<file path="src/pmr_defines.vh">
// Offsets, field positions, reset values and codes of the power registers.
`ifndef PMR_DEFINES_VH
`define PMR_DEFINES_VH

`define PMR_OFS_CAP_ID 8'hA0
`define PMR_OFS_CAP 8'hA2
`define PMR_OFS_CSR 8'hA4

`define PMR_CAP_ID_VAL 8'h01
`define PMR_NEXT_PTR_VAL 8'h00
`define PMR_CAP_RESET 16'hFE12

`define PMR_CAP_COLD_BIT 15
`define PMR_CAP_AUX_BIT 4
`define PMR_CAP_FIXED 16'h7E22

`define PMR_CSR_STS_BIT 15
`define PMR_CSR_EN_BIT 8
`define PMR_CSR_PS_LO 0
`define PMR_CSR_PS_HI 1

`define PMR_PS_D0 2'h0
`define PMR_PS_D1 2'h1
`define PMR_PS_D2 2'h2
`define PMR_PS_D3HOT 2'h3

`define PMR_FUNC_RST_CYC 4'h4

`endif

</file>
<file path="src/pmr_func_reset.v">
// Stretches the internal function reset fired by a D3hot to D0 change.
`timescale 1ns/10ps
module pmr_func_reset (
   // Clock and reset
   input wire clk_i,
   input wire rst_n_i,
   // Trigger and reset output
   input wire fire_i,
   output reg func_rst_n_o
);
`include "pmr_defines.vh"

   reg [3:0] cnt_r;
   reg [3:0] cnt_nxt;

   always @* begin
      cnt_nxt = cnt_r;
      if (fire_i) begin
         cnt_nxt = `PMR_FUNC_RST_CYC;
      end else if (cnt_r != 4'h0) begin
         cnt_nxt = cnt_r - 4'h1;
      end
   end

   always @(posedge clk_i or negedge rst_n_i) begin
      if (!rst_n_i) begin
         cnt_r <= 4'h0;
         func_rst_n_o <= 1'b1;
      end else begin
         cnt_r <= cnt_nxt;
         func_rst_n_o <= (cnt_nxt == 4'h0);
      end
   end

endmodule

</file>
<file path="src/pmr_regs.v">
// Power-management capability and control/status registers.
// Notes on behaviour
// - D3cold wake-support bit 15 resets to one and is writable.
// - Wake-support bits 14 to 11 are read-only ones.
// - Intermediate-state support bits 10 and 9 read as one.
// - Capability bits 8 to 6 read zero and ignore writes.
// - Special-initialization bit 5 reads as one.
// - Auxiliary-supply bit 4 mirrors capability bit 15.
// - Wake-clock bit 3 reads zero.
// - Version field bits 2 to 0 reads 010.
// - D3hot to D0 write pulses an internal function reset.
// - That internal reset leaves these registers untouched.
// - Wake status sets on any wake event, enable or not.
// - Writing one clears wake status and releases wake unless a wake event comes in that cycle; zero does nothing.
// - Report scale and report select fields read zero.
// - Wake output never asserts while wake enable is clear.
// - Control/status bits 7 to 2 read zero.
// - Power-state field reports and accepts 00 D0 to 11 D3hot.
// - Capability identifier byte reads 01h.
`timescale 1ns/10ps
module pmr_regs (
   // Clock and reset
   input wire clk_i,
   input wire rst_n_i,
   // Configuration access, dword address with byte enables
   input wire [7:0] cfg_addr_i,
   input wire cfg_wr_i,
   input wire cfg_rd_i,
   input wire [3:0] cfg_be_i,
   input wire [31:0] cfg_wdata_i,
   output reg [31:0] cfg_rdata_o,
   // Wake event and wake pin
   input wire wake_event_i,
   output reg wake_n_o,
   // State reports
   output reg [1:0] power_state_o,
   output reg func_rst_n_o
);
`include "pmr_defines.vh"

   reg cold_wake_r;
   reg wake_status_r;
   reg wake_enable_r;
   reg [1:0] power_state_field_r;
   reg fire_r;
   wire func_rst_n;
   wire [15:0] cap_val;
   wire [15:0] csr_val;
   wire [5:0] dw_sel;
   wire hit_a0;
   wire hit_a4;
   wire wr_cap_hi;
   wire wr_csr_lo;
   wire wr_csr_hi;
   wire clr_sts;
   wire sts_nxt;
   wire en_nxt;

   function hit;
      input [7:0] a;
      input [7:0] ofs;
      begin
         hit = (a[7:2] == ofs[7:2]);
      end
   endfunction

   assign dw_sel = cfg_addr_i[7:2];
   assign hit_a0 = hit(cfg_addr_i, `PMR_OFS_CAP_ID);
   assign hit_a4 = hit(cfg_addr_i, `PMR_OFS_CSR);
   assign wr_cap_hi = cfg_wr_i && hit_a0 && cfg_be_i[3];
   assign wr_csr_lo = cfg_wr_i && hit_a4 && cfg_be_i[0];
   assign wr_csr_hi = cfg_wr_i && hit_a4 && cfg_be_i[1];

   // Fixed bits, plus cold_wake_r at bit 15 and its mirror at bit 4.
   assign cap_val = `PMR_CAP_FIXED |
      ({15'h0000, cold_wake_r} << `PMR_CAP_COLD_BIT) |
      ({15'h0000, cold_wake_r} << `PMR_CAP_AUX_BIT);

   // Scale, select and reserved bits are constant zero.
   assign csr_val = {wake_status_r, 6'h00, wake_enable_r, 6'h00,
      power_state_field_r};

   assign clr_sts = wr_csr_hi && cfg_wdata_i[`PMR_CSR_STS_BIT];
   // A wake event in the clearing cycle wins over the clear.
   assign sts_nxt = wake_event_i | (wake_status_r & ~clr_sts);
   assign en_nxt = wr_csr_hi ? cfg_wdata_i[`PMR_CSR_EN_BIT] :
      wake_enable_r;

   // Only rst_n_i resets these; the function reset spares them.
   always @(posedge clk_i or negedge rst_n_i) begin
      if (!rst_n_i) begin
         cold_wake_r <= 1'b1;
         wake_status_r <= 1'b0;
         wake_enable_r <= 1'b0;
         power_state_field_r <= `PMR_PS_D0;
         fire_r <= 1'b0;
         wake_n_o <= 1'b1;
         power_state_o <= `PMR_PS_D0;
         cfg_rdata_o <= 32'h00000000;
      end else begin
         if (wr_cap_hi) begin
            cold_wake_r <= cfg_wdata_i[16 + `PMR_CAP_COLD_BIT];
         end
         wake_status_r <= sts_nxt;
         wake_enable_r <= en_nxt;
         fire_r <= 1'b0;
         if (wr_csr_lo) begin
            power_state_field_r <= cfg_wdata_i[1:0];
            if (power_state_field_r == `PMR_PS_D3HOT &&
                cfg_wdata_i[1:0] == `PMR_PS_D0) begin
               fire_r <= 1'b1;
            end
         end
         wake_n_o <= ~(sts_nxt & en_nxt);
         if (wr_csr_lo) begin
            power_state_o <= cfg_wdata_i[1:0];
         end
         if (cfg_rd_i) begin
            case (dw_sel)
               6'h28: cfg_rdata_o <= {cap_val, `PMR_NEXT_PTR_VAL,
                  `PMR_CAP_ID_VAL};
               6'h29: cfg_rdata_o <= {16'h0000, csr_val};
               default: cfg_rdata_o <= 32'h00000000;
            endcase
         end
      end
   end

   pmr_func_reset pmr_func_reset_inst (
      .clk_i(clk_i),
      .rst_n_i(rst_n_i),
      .fire_i(fire_r),
      .func_rst_n_o(func_rst_n)
   );

   always @(posedge clk_i or negedge rst_n_i) begin
      if (!rst_n_i) begin
         func_rst_n_o <= 1'b1;
      end else begin
         func_rst_n_o <= func_rst_n;
      end
   end

endmodule

</file>
<file path="config.mk">
export PLATFORM = sky130hd
export DESIGN_NAME = pmr_regs
export DESIGN_NICKNAME = d
export VERILOG_FILES = /design/src/pmr_func_reset.v /design/src/pmr_regs.v
export VERILOG_INCLUDE_DIRS = /design/src /design/src/src
export SDC_FILE = /design/constraint.sdc
export NUM_CORES = 1
export LEC_CHECK = 0
export ABC_AREA = 0
export BUFFER_PORTS_ARGS = -buffer_cell sky130_fd_sc_hd__clkbuf_2
export CORE_UTILIZATION = 35
export DETAILED_ROUTE_END_ITERATION = 6
export PLACE_DENSITY_LB_ADDON = 0.1
export SETUP_SLACK_MARGIN = 0.3
export SLEW_MARGIN = 10
export SYNTH_ARGS = -nofsm -noshare
export SYNTH_HDL_FRONTEND = slang
export SYNTH_HIERARCHICAL = 1
export SYNTH_SLANG_ARGS = --single-unit
</file>
<file path="constraint.sdc">
create_clock -name clk_i -period 1.34 [get_ports clk_i]
set_input_delay 0.201 -clock clk_i [delete_from_list [all_inputs] [get_ports clk_i]]
set_output_delay 0.201 -clock clk_i [all_outputs]
set_load 0.05 [all_outputs]
</file>
* Word level (Yosys, flattened, before mapping)
Index checks and enable logic that the tools add are counted.
** Cells by class
- Add/sub/neg operators :: 1
- Equality and inequality tests :: 3
- Mux-type cells :: 6
- Bitwise gates (word level) :: 6
- Reductions and logical operators :: 10
** Operator list (count)
- 32-bit one-hot mux with 2 select lines :: 1
- 16-bit by 5-bit OR with 16-bit output :: 1
- 6-bit == test, second input constant :: 2
- 4-bit 2-to-1 mux :: 2
- 1-bit logical AND :: 7
- 4-bit logical NOT :: 1
- 4-bit nonzero test :: 1
- 4-bit by 1-bit subtractor with 4-bit output, second input constant :: 1
- 1-bit 2-to-1 mux :: 3
- 1-bit AND :: 2
- 2-bit == test, second input constant :: 1
- 2-bit logical NOT :: 1
- 1-bit NOT :: 2
- 1-bit OR :: 1
** Storage, ports and cells
- Flip-flop bits (word level) :: 45
- Output and inout port bits :: 36
- Logic and storage cells :: 36

* Logic depth before layout (Yosys ltp)
Gate-level depths: netlist (run 1).
- Word-level depth :: 9
- Gate-level depth with buffers :: 5
- Depth with buffers taken out :: 5

* By module
The synthesis (run 1) kept the hierarchy.
** Modules (own cells, without submodules)
- pmr_regs :: times used 1, cells each 78, area an instance 859.6 µm², seq. area each 354.1 µm²
- pmr_func_reset :: times used 1, cells each 25, area an instance 261.5 µm², seq. area each 126.4 µm²

* Worst setup path before layout (run 1)
Ideal clock, no wire load.
- Path type :: flip-flop to flip-flop
- From :: reg pmr_func_reset_inst.cnt_r[0]
- To :: reg pmr_func_reset_inst.cnt_r[0]
- Data arrival time :: 1.268 ns
- Setup slack :: -0.050 ns
- Cell stages (with the launch flop) :: 6
- Buffers on the path :: 0
- Path through :: dfrtp_1 -> inv_1 -> ha_1 -> or3b_4 -> xnor2_1 -> nor2_1
** On the way
- Cells in the longest elaborated chain, start to end :: 3
- Elaborated cells on any way between the ends :: 4
** Ends and longest elaborated chain
- from (decl) :: RTL line pmr_func_reset.v:13 : reg [3:0] cnt_r;
- from (signal assigned) :: RTL line pmr_func_reset.v:30 : cnt_r <= cnt_nxt;
- 4-bit by 1-bit subtractor with 4-bit output / 4-bit nonzero test (equally long branches) :: RTL line pmr_func_reset.v:21, pmr_func_reset.v:20
- 4-bit 2-to-1 mux (*) :: RTL line pmr_func_reset.v:20 : end else if (cnt_r != 4'h0) begin
- 4-bit 2-to-1 mux (*) :: RTL line pmr_func_reset.v:18 : if (fire_i) begin
- net pmr_func_reset_inst.cnt_nxt[0] :: RTL line pmr_func_reset.v:14 : reg [3:0] cnt_nxt;
The timed path passes the listed nets; every way through them passes the cells marked *.
A chain may end at the register's enable or synchronous reset.

* Final worst setup path (run 1)
- From :: reg pmr_func_reset_inst.cnt_r[1]
- To :: reg pmr_func_reset_inst.cnt_r[0]
** On the way
- Cells in the longest elaborated chain, start to end :: 3
** Ends and longest elaborated chain (RTL line)
- 4-bit nonzero test :: pmr_func_reset.v:20
- 4-bit 2-to-1 mux :: pmr_func_reset.v:20
- 4-bit 2-to-1 mux :: pmr_func_reset.v:18
- net pmr_func_reset_inst.cnt_nxt[0] :: pmr_func_reset.v:14
The timed path passes the listed nets, and every way through them passes these cells.

==> results of run 1 <==
## synthesized netlist by cell type (all sizes together)
cell type and count:
buf 27, o21ai 2, and4b 1, xnor2 1, inv 3, a31o 2
nor4 1, ha 1, conb 1, a211o 1, nand4 3, clkbuf 1
o22a 1, nand2b 1, a41o 4, a211oi 1, a311oi 1, nand3 4
nand2 1, mux2i 1, mux2 5, dfrtp 15, and3b 2, or3b 1
nor3b 1, nor2 6, and2b 1, or2b 1, dfstp 4, nor3 1
nor2b 8
## final cells by class
| cell class | instances | area, um2 | share of cell area |
|---|---|---|---|
| clock inverters | 1 | 5.00 | 0.00285 |
| repair buffers | 49 | 629 | 0.359 |
| multi-input cells | 70 | 543 | 0.309 |
| well taps | 44 | 55.1 | 0.0314 |
| clock buffers | 3 | 22.5 | 0.0128 |
| flip-flops and latches | 19 | 489 | 0.279 |
| inverters | 3 | 11.3 | 0.00641 |
## cell families (layout without fill, tap and decap cells)
logic type	after synthesis	count (layout)
mux	6	6
xor+xnor	1	1
buf+inv	31	56
fa+ha+maj	1	1
flops	19	19
simple gates	32	32
compound gates	12	12
other cells	1	18
## sequential cells by signal, indices dropped and copies added, names as in the netlist
name,flops
func_rst_n_o,1
cfg_rdata_o,6
pmr_func_reset_inst/func_rst_n_o,1
power_state_o,2
wake_status_r,1
wake_n_o,1
fire_r,1
pmr_func_reset_inst/cnt_r,4
cold_wake_r,1
wake_enable_r,1
## critical path, stage by stage (launching register included)
cell and delay, ns:
dfrtp_1 0.41, inv_2 0.09, ha_4 0.14, or3b_4 0.41, xnor2_2 0.14, nor2_1 0.06
## power by group through the flow
stage	Clock [mW]	Sequential, mW	Combinational [mW]
finish	0.301	0.771	1.00
detailed placement	0	0.761	0.755
global route	0.342	0.788	1.09
CTS	0.314	0.757	0.894
floorplan	0	0.815	0.540
global placement	0	0.757	0.734
## per-layer routing
layer / vias to the layer above / wire, um
met2: 49 / 1160
li1: 399 / -
met5: - / 0
met1: 410 / 1010
met4: 0 / 33
met3: 4 / 178
## what timing repair did
action,CTS,global route
pin swaps,3,3
gates resized for setup,60,10
endpoints found under the hold margin,15,0
endpoints found under the setup margin,23,25
setup buffers,5,4
hold buffers,1,0
## worst max path at each step
stage / startpoint / endpoint / slack (ns)
6_report: pmr_func_reset_inst/cnt_r[1] / pmr_func_reset_inst/cnt_r[0] / -0.01
5_1_grt: pmr_func_reset_inst/cnt_r[0] / pmr_func_reset_inst/cnt_r[0] / -0.08
4_1_cts: pmr_func_reset_inst/cnt_r[1] / pmr_func_reset_inst/cnt_r[0] / -0.002
3_5_place_dp: pmr_func_reset_inst/cnt_r[1] / pmr_func_reset_inst/cnt_r[0] / 0.01
3_3_place_gp: pmr_func_reset_inst/cnt_r[1] / pmr_func_reset_inst/cnt_r[0] / 0.03
2_1_floorplan: pmr_func_reset_inst/cnt_r[0] / pmr_func_reset_inst/cnt_r[0] / 0.03
==> flow_summary_export.csv, run 1 <==
group,metric,value,unit
clock_network,cts_buffers,3,
timing,final_critical_path_setup_slack,-0.0109,ns
die,die_w,58.6,um
global_route,gr-usage-all-layers,0.150,
worst_hold_path,min_from,"cfg_wdata_i[0]",
clock_network,clk_path_buf_depth,2,
route,wirelength,2380,um
outcome,status,"finished, violations left",
clock_network,htreeDepth,1,
setup_path,cp-start-kind,"flip-flop",
setup_path,r2r-end,"pmr_func_reset_inst/cnt_r[0]",
die,pin_count,85,
finish,layout_common_cells,"18 x conb_1, 18 x clkbuf_2, 15 x clkbuf_16, 8 x dfrtp_1, 8 x buf_4",
synthesis,yosys.area_share.simple,0.196,
setup_path,crit_type,"flip-flop to flip-flop",
pwr,p_clk_frac,0.145,
global_route,grt_util_met2,0.248,
global_route,grt_max_degree,20,
synthesis,yosys-mux-area-fraction,0.0592,
pwr,pwr-share-comb,0.484,
place,numPortBuffers,36,
finish,fin_util,0.575,
synthesis,ys_seq_elements,19,
synthesis,synth_top_family_by_area,"simple AND/OR/NAND/NOR gates",
setup_path,arrival,1.54,ns
route,wl_per_cell,12.6,um
pwr,power,2.08,mW
pwr,p_per_area,1180,nW/um2
timing,skew,0.00901,ns
clock_network,clock_sinks,19,
pwr,swShare,0.381,
setup_path,r2r_cells,5,
synthesis,yosysSeqAreaShare,0.429,
finish,finalNonFillerCells,189,
place,place.detailed.instances,175,
timing,rsz0062_at_grt,"true",
finish,drive_gt1_frac,0.607,
timing,fin_tns_setup,-0.0109,ns
synthesis,yosysWarnings,6,
pwr,intPower,1.29,mW
route,vias,862,
global_route,grt_pass1_vias,807,
job,maxCapViolations,0,
synthesis,synth.avg_cell_area,10.9,um2
clock_network,clock_latency,0.30,ns
synthesis,yosysTopAreaCell,"dfrtp_1",
die,coreArea,3050,um2
synthesis,synth-adder-area-share,0.0112,
timing,max_freq,740,MHz
setup_path,cp_max_fo,3,
timing,finalCritPeriodShare,1.01,
die,die_y,58.6,um
route,antenna_left,0,
finish,fillers,258,
synthesis,syn_area,1120,um2
worst_hold_path,hp-class,"input pin to flip-flop",
pwr,p_leak,0.831,nW
route,drt-pass1-iter-count,4,
timing,layout_min_cycle_time,1.35,ns
worst_hold_path,holdPathEnd,"fire_r",
global_route,grt_use_met3,0.0286,
setup_path,regToRegStartpoint,"pmr_func_reset_inst/cnt_r[1]",
finish,syn2layout_area_growth,56.6,%
pwr,pwr-share-seq,0.371,
synthesis,synth_cells,103,
synthesis,ys_top_cells_by_area,"dfrtp_1 33%, buf_4 18%, dfstp_2 9.4%, nor2b_1 4.5%, a41o_2 3.0%",
route,post-route-drc-count,0,
global_route,antenna_found_initial,0,
finish,fin_area,1760,um2
route,drt_iter0_drc,18,
clock_network,root_buffer,"clkbuf_4",
timing,hold_ws,0.0654,ns
place,placed_cell_area,1260,um2
timing,drv_slew,0,
pwr,ir_drop,0.630,mV
synthesis,synth-compound-area-share,0.0993,
global_route,busiest_layer,"met2",
pwr,switchingPower,0.791,mW
setup_path,required,1.53,ns
global_route,grt-ovfl-total,0,
timing,finalHoldViolCount,0,
finish,n_antenna_cell,0,
place,place_congestion,0.726,
synthesis,synthDistinctLibCells,34,
die,die-area,3430,um2
outcome,violations,"setup timing",
synthesis,synth_xor_area_frac,0.00781,
place,dp_slack,0.0125,ns
place,dpl.hpwl,1490,um
die,start_util,0.367,
synthesis,synth_top_cell_area_share,0.335,
route,via_per_inst,4.56,
global_route,grt_pass1_wl,3760,um
die,rows,20,
clock_network,cts_tree,"done",
global_route,gr-usage-met1,0.189,
finish,layout.nets,196,
timing,setup_viol,1,
setup_path,reg2reg_slack,-0.01,ns
clock_network,clk_pin_slew,0.11,ns
worst_hold_path,hold_depth,2,
setup_path,end_kind,"flip-flop",
(Power assumes the default switching activity.)
==> run 2, diff against run 1 <==
Settings changed: CORE_UTILIZATION 35 to 36, CTS_CLUSTER_DIAMETER set to 50, MAX_ROUTING_LAYER set to met4.
==> flow_summary_export.csv, run 2 (synthesis gave the netlist of run 1 again) <==
group,metric,value,unit
setup_path,critical_path.cell_chain,"inv_2 > ha_4 > or3b_4 > xnor2_1 > nor2_1",
setup_path,reg2reg_slack,-0.001,ns
setup_path,cp-start-kind,"flip-flop",
die,start_util,0.393,
place,dp_slack,0.0198,ns
timing,final_critical_path_setup_slack,-0.00106,ns
setup_path,crit_type,"flip-flop to flip-flop",
die,pin_count,85,
finish,fin_util,0.597,
finish,fillers,224,
timing,finalCritPeriodShare,1.00,
clock_network,cts_buffers,3,
clock_network,root_buffer,"clkbuf_4",
outcome,status,"finished, violations left",
place,place_congestion,0.709,
die,rows,19,
setup_path,crit_buf_inv,1,
die,die-area,3340,um2
clock_network,clk_path_buf_depth,2,
finish,reg_top3,"cfg_rdata_o (6), pmr_func_reset_inst/cnt_r (4), power_state_o (2)",
outcome,violations,"DRC, setup timing",
setup_path,cp.depth,5,
pwr,p_clk_frac,0.154,
global_route,grt_pass1_wl,3650,um
pwr,ir_drop,0.779,mV
place,placed_cell_area,1240,um2
setup_path,cpLargestDelayFamily,"simple AND/OR/NAND/NOR gates",
route,via_per_inst,4.72,
pwr,p_leak,0.811,nW
route,drt_iter0_drc,17,
pwr,intPower,1.21,mW
pwr,switchingPower,0.708,mW
timing,skew,0.00193,ns
setup_path,r2r-end,"pmr_func_reset_inst/cnt_r[0]",
finish,fin_area,1700,um2
clock_network,clock_latency,0.30,ns
route,drt-pass1-iter-count,7,
global_route,antenna_found_initial,0,
pwr,swShare,0.369,
finish,layout.nets,194,
timing,max_freq,746,MHz
clock_network,cts_tree,"done",
setup_path,arrival,1.53,ns
timing,finalHoldViolCount,0,
global_route,grt-ovfl-total,0,
finish,largest_reg_flops,6,
finish,largest_register,"cfg_rdata_o",
place,numPortBuffers,36,
timing,layout_min_cycle_time,1.34,ns
timing,hold_ws,0.0537,ns
setup_path,worstSetupEndpoint,"pmr_func_reset_inst/cnt_r[0]",
global_route,gr-usage-all-layers,0.151,
pwr,p_per_area,1130,nW/um2
clock_network,clock_sinks,19,
clock_network,clk_pin_slew,0.11,ns
timing,setup_viol,1,
finish,drive_gt1_frac,0.566,
die,die_y,57.8,um
setup_path,crit_start,"pmr_func_reset_inst/cnt_r[1]",
route,antenna_left,0,
finish,layout_common_cells,"18 x conb_1, 18 x clkbuf_2, 15 x clkbuf_16, 9 x dfrtp_1",
finish,n_antenna_cell,0,
die,coreArea,2850,um2
setup_path,end_kind,"flip-flop",
route,vias,821,
setup_path,regToRegStartpoint,"pmr_func_reset_inst/cnt_r[1]",
setup_path,cp_max_fo,4,
timing,rsz0062_at_grt,"true",
route,wirelength,2200,um
setup_path,r2r_cells,5,
route,post-route-drc-count,3,
pwr,power,1.92,mW
setup_path,slowest_delay,0.40,ns
job,maxCapViolations,0,
route,wl_per_cell,12.6,um
finish,syn2layout_area_growth,51.9,%
timing,drv_slew,0,
worst_hold_path,hp-class,"input pin to flip-flop",
global_route,grt_max_degree,20,
global_route,grt_pass1_vias,769,
pwr,pwr-share-seq,0.396,
die,die_w,57.8,um
place,dpl.hpwl,1480,um
setup_path,required,1.53,ns
clock_network,htreeDepth,1,
setup_path,cp_slowest_cell,"dfrtp_1",
pwr,pwr-share-comb,0.451,
==> run 2: worst min path at each step <==
| stage | start | to | slack (ns) | cells after the start |
|---|---|---|---|---|
| global placement | rst_n_i | cfg_rdata_o[0] | 0.18 | 1 |
| finish | cfg_wdata_i[0] | fire_r | 0.05 | 2 |
| detailed placement | rst_n_i | cfg_rdata_o[0] | 0.19 | 1 |
| floorplan | rst_n_i | cfg_rdata_o[0] | -0.09 | 0 |
| CTS | cfg_wdata_i[0] | fire_r | 0.04 | 2 |
| global route | cfg_wdata_i[0] | fire_r | 0.05 | 2 |
==> run 2: final cells by class <==
type                    count  area (um2)  area share
well taps                  31        38.8      0.0228
inverters                   3        11.3     0.00661
clock buffers               4        26.3      0.0154
repair buffers             47         611       0.359
multi-input cells          70         528       0.310
flip-flops and latches     19         488       0.287
==> run 2: layer usage <==
| layer | up-vias | wire, um | GRT usage |
|---|---|---|---|
| met4 | 0 | 36 | 0.0714 |
| li1 | 396 | - | - |
| met5 | - | 0 | - |
| met1 | 376 | 1020 | 0.196 |
| met3 | 4 | 129 | 0.0223 |
| met2 | 45 | 1020 | 0.233 |
==> run 2: stage by stage <==
stage | std cells | TNS [ns]
floorplan | 120 | 0
CTS | 172 | -0.00808
finish | 174 | -0.00106
global placement | 162 | 0
global route | 174 | -0.136
detailed placement | 162 | 0
==> run 2: power groups by stage <==
stage | clock [mW] | combinational [mW] | sequential, mW
after floorplan | 0 | 0.540 | 0.815
after global placement | 0 | 0.737 | 0.757
after detailed placement | 0 | 0.751 | 0.760
after CTS | 0.321 | 0.861 | 0.756
after global routing | 0.331 | 0.958 | 0.775
final | 0.295 | 0.866 | 0.760
==> run 2: what timing repair did <==
item | in CTS | in global routing
endpoints found under the setup margin | 23 | 26
hold buffers | 1 | 0
gates resized for setup | 58 | 7
hold endpoints to repair | 15 | 0
pin swaps | 1 | 1
setup buffers | 5 | 2
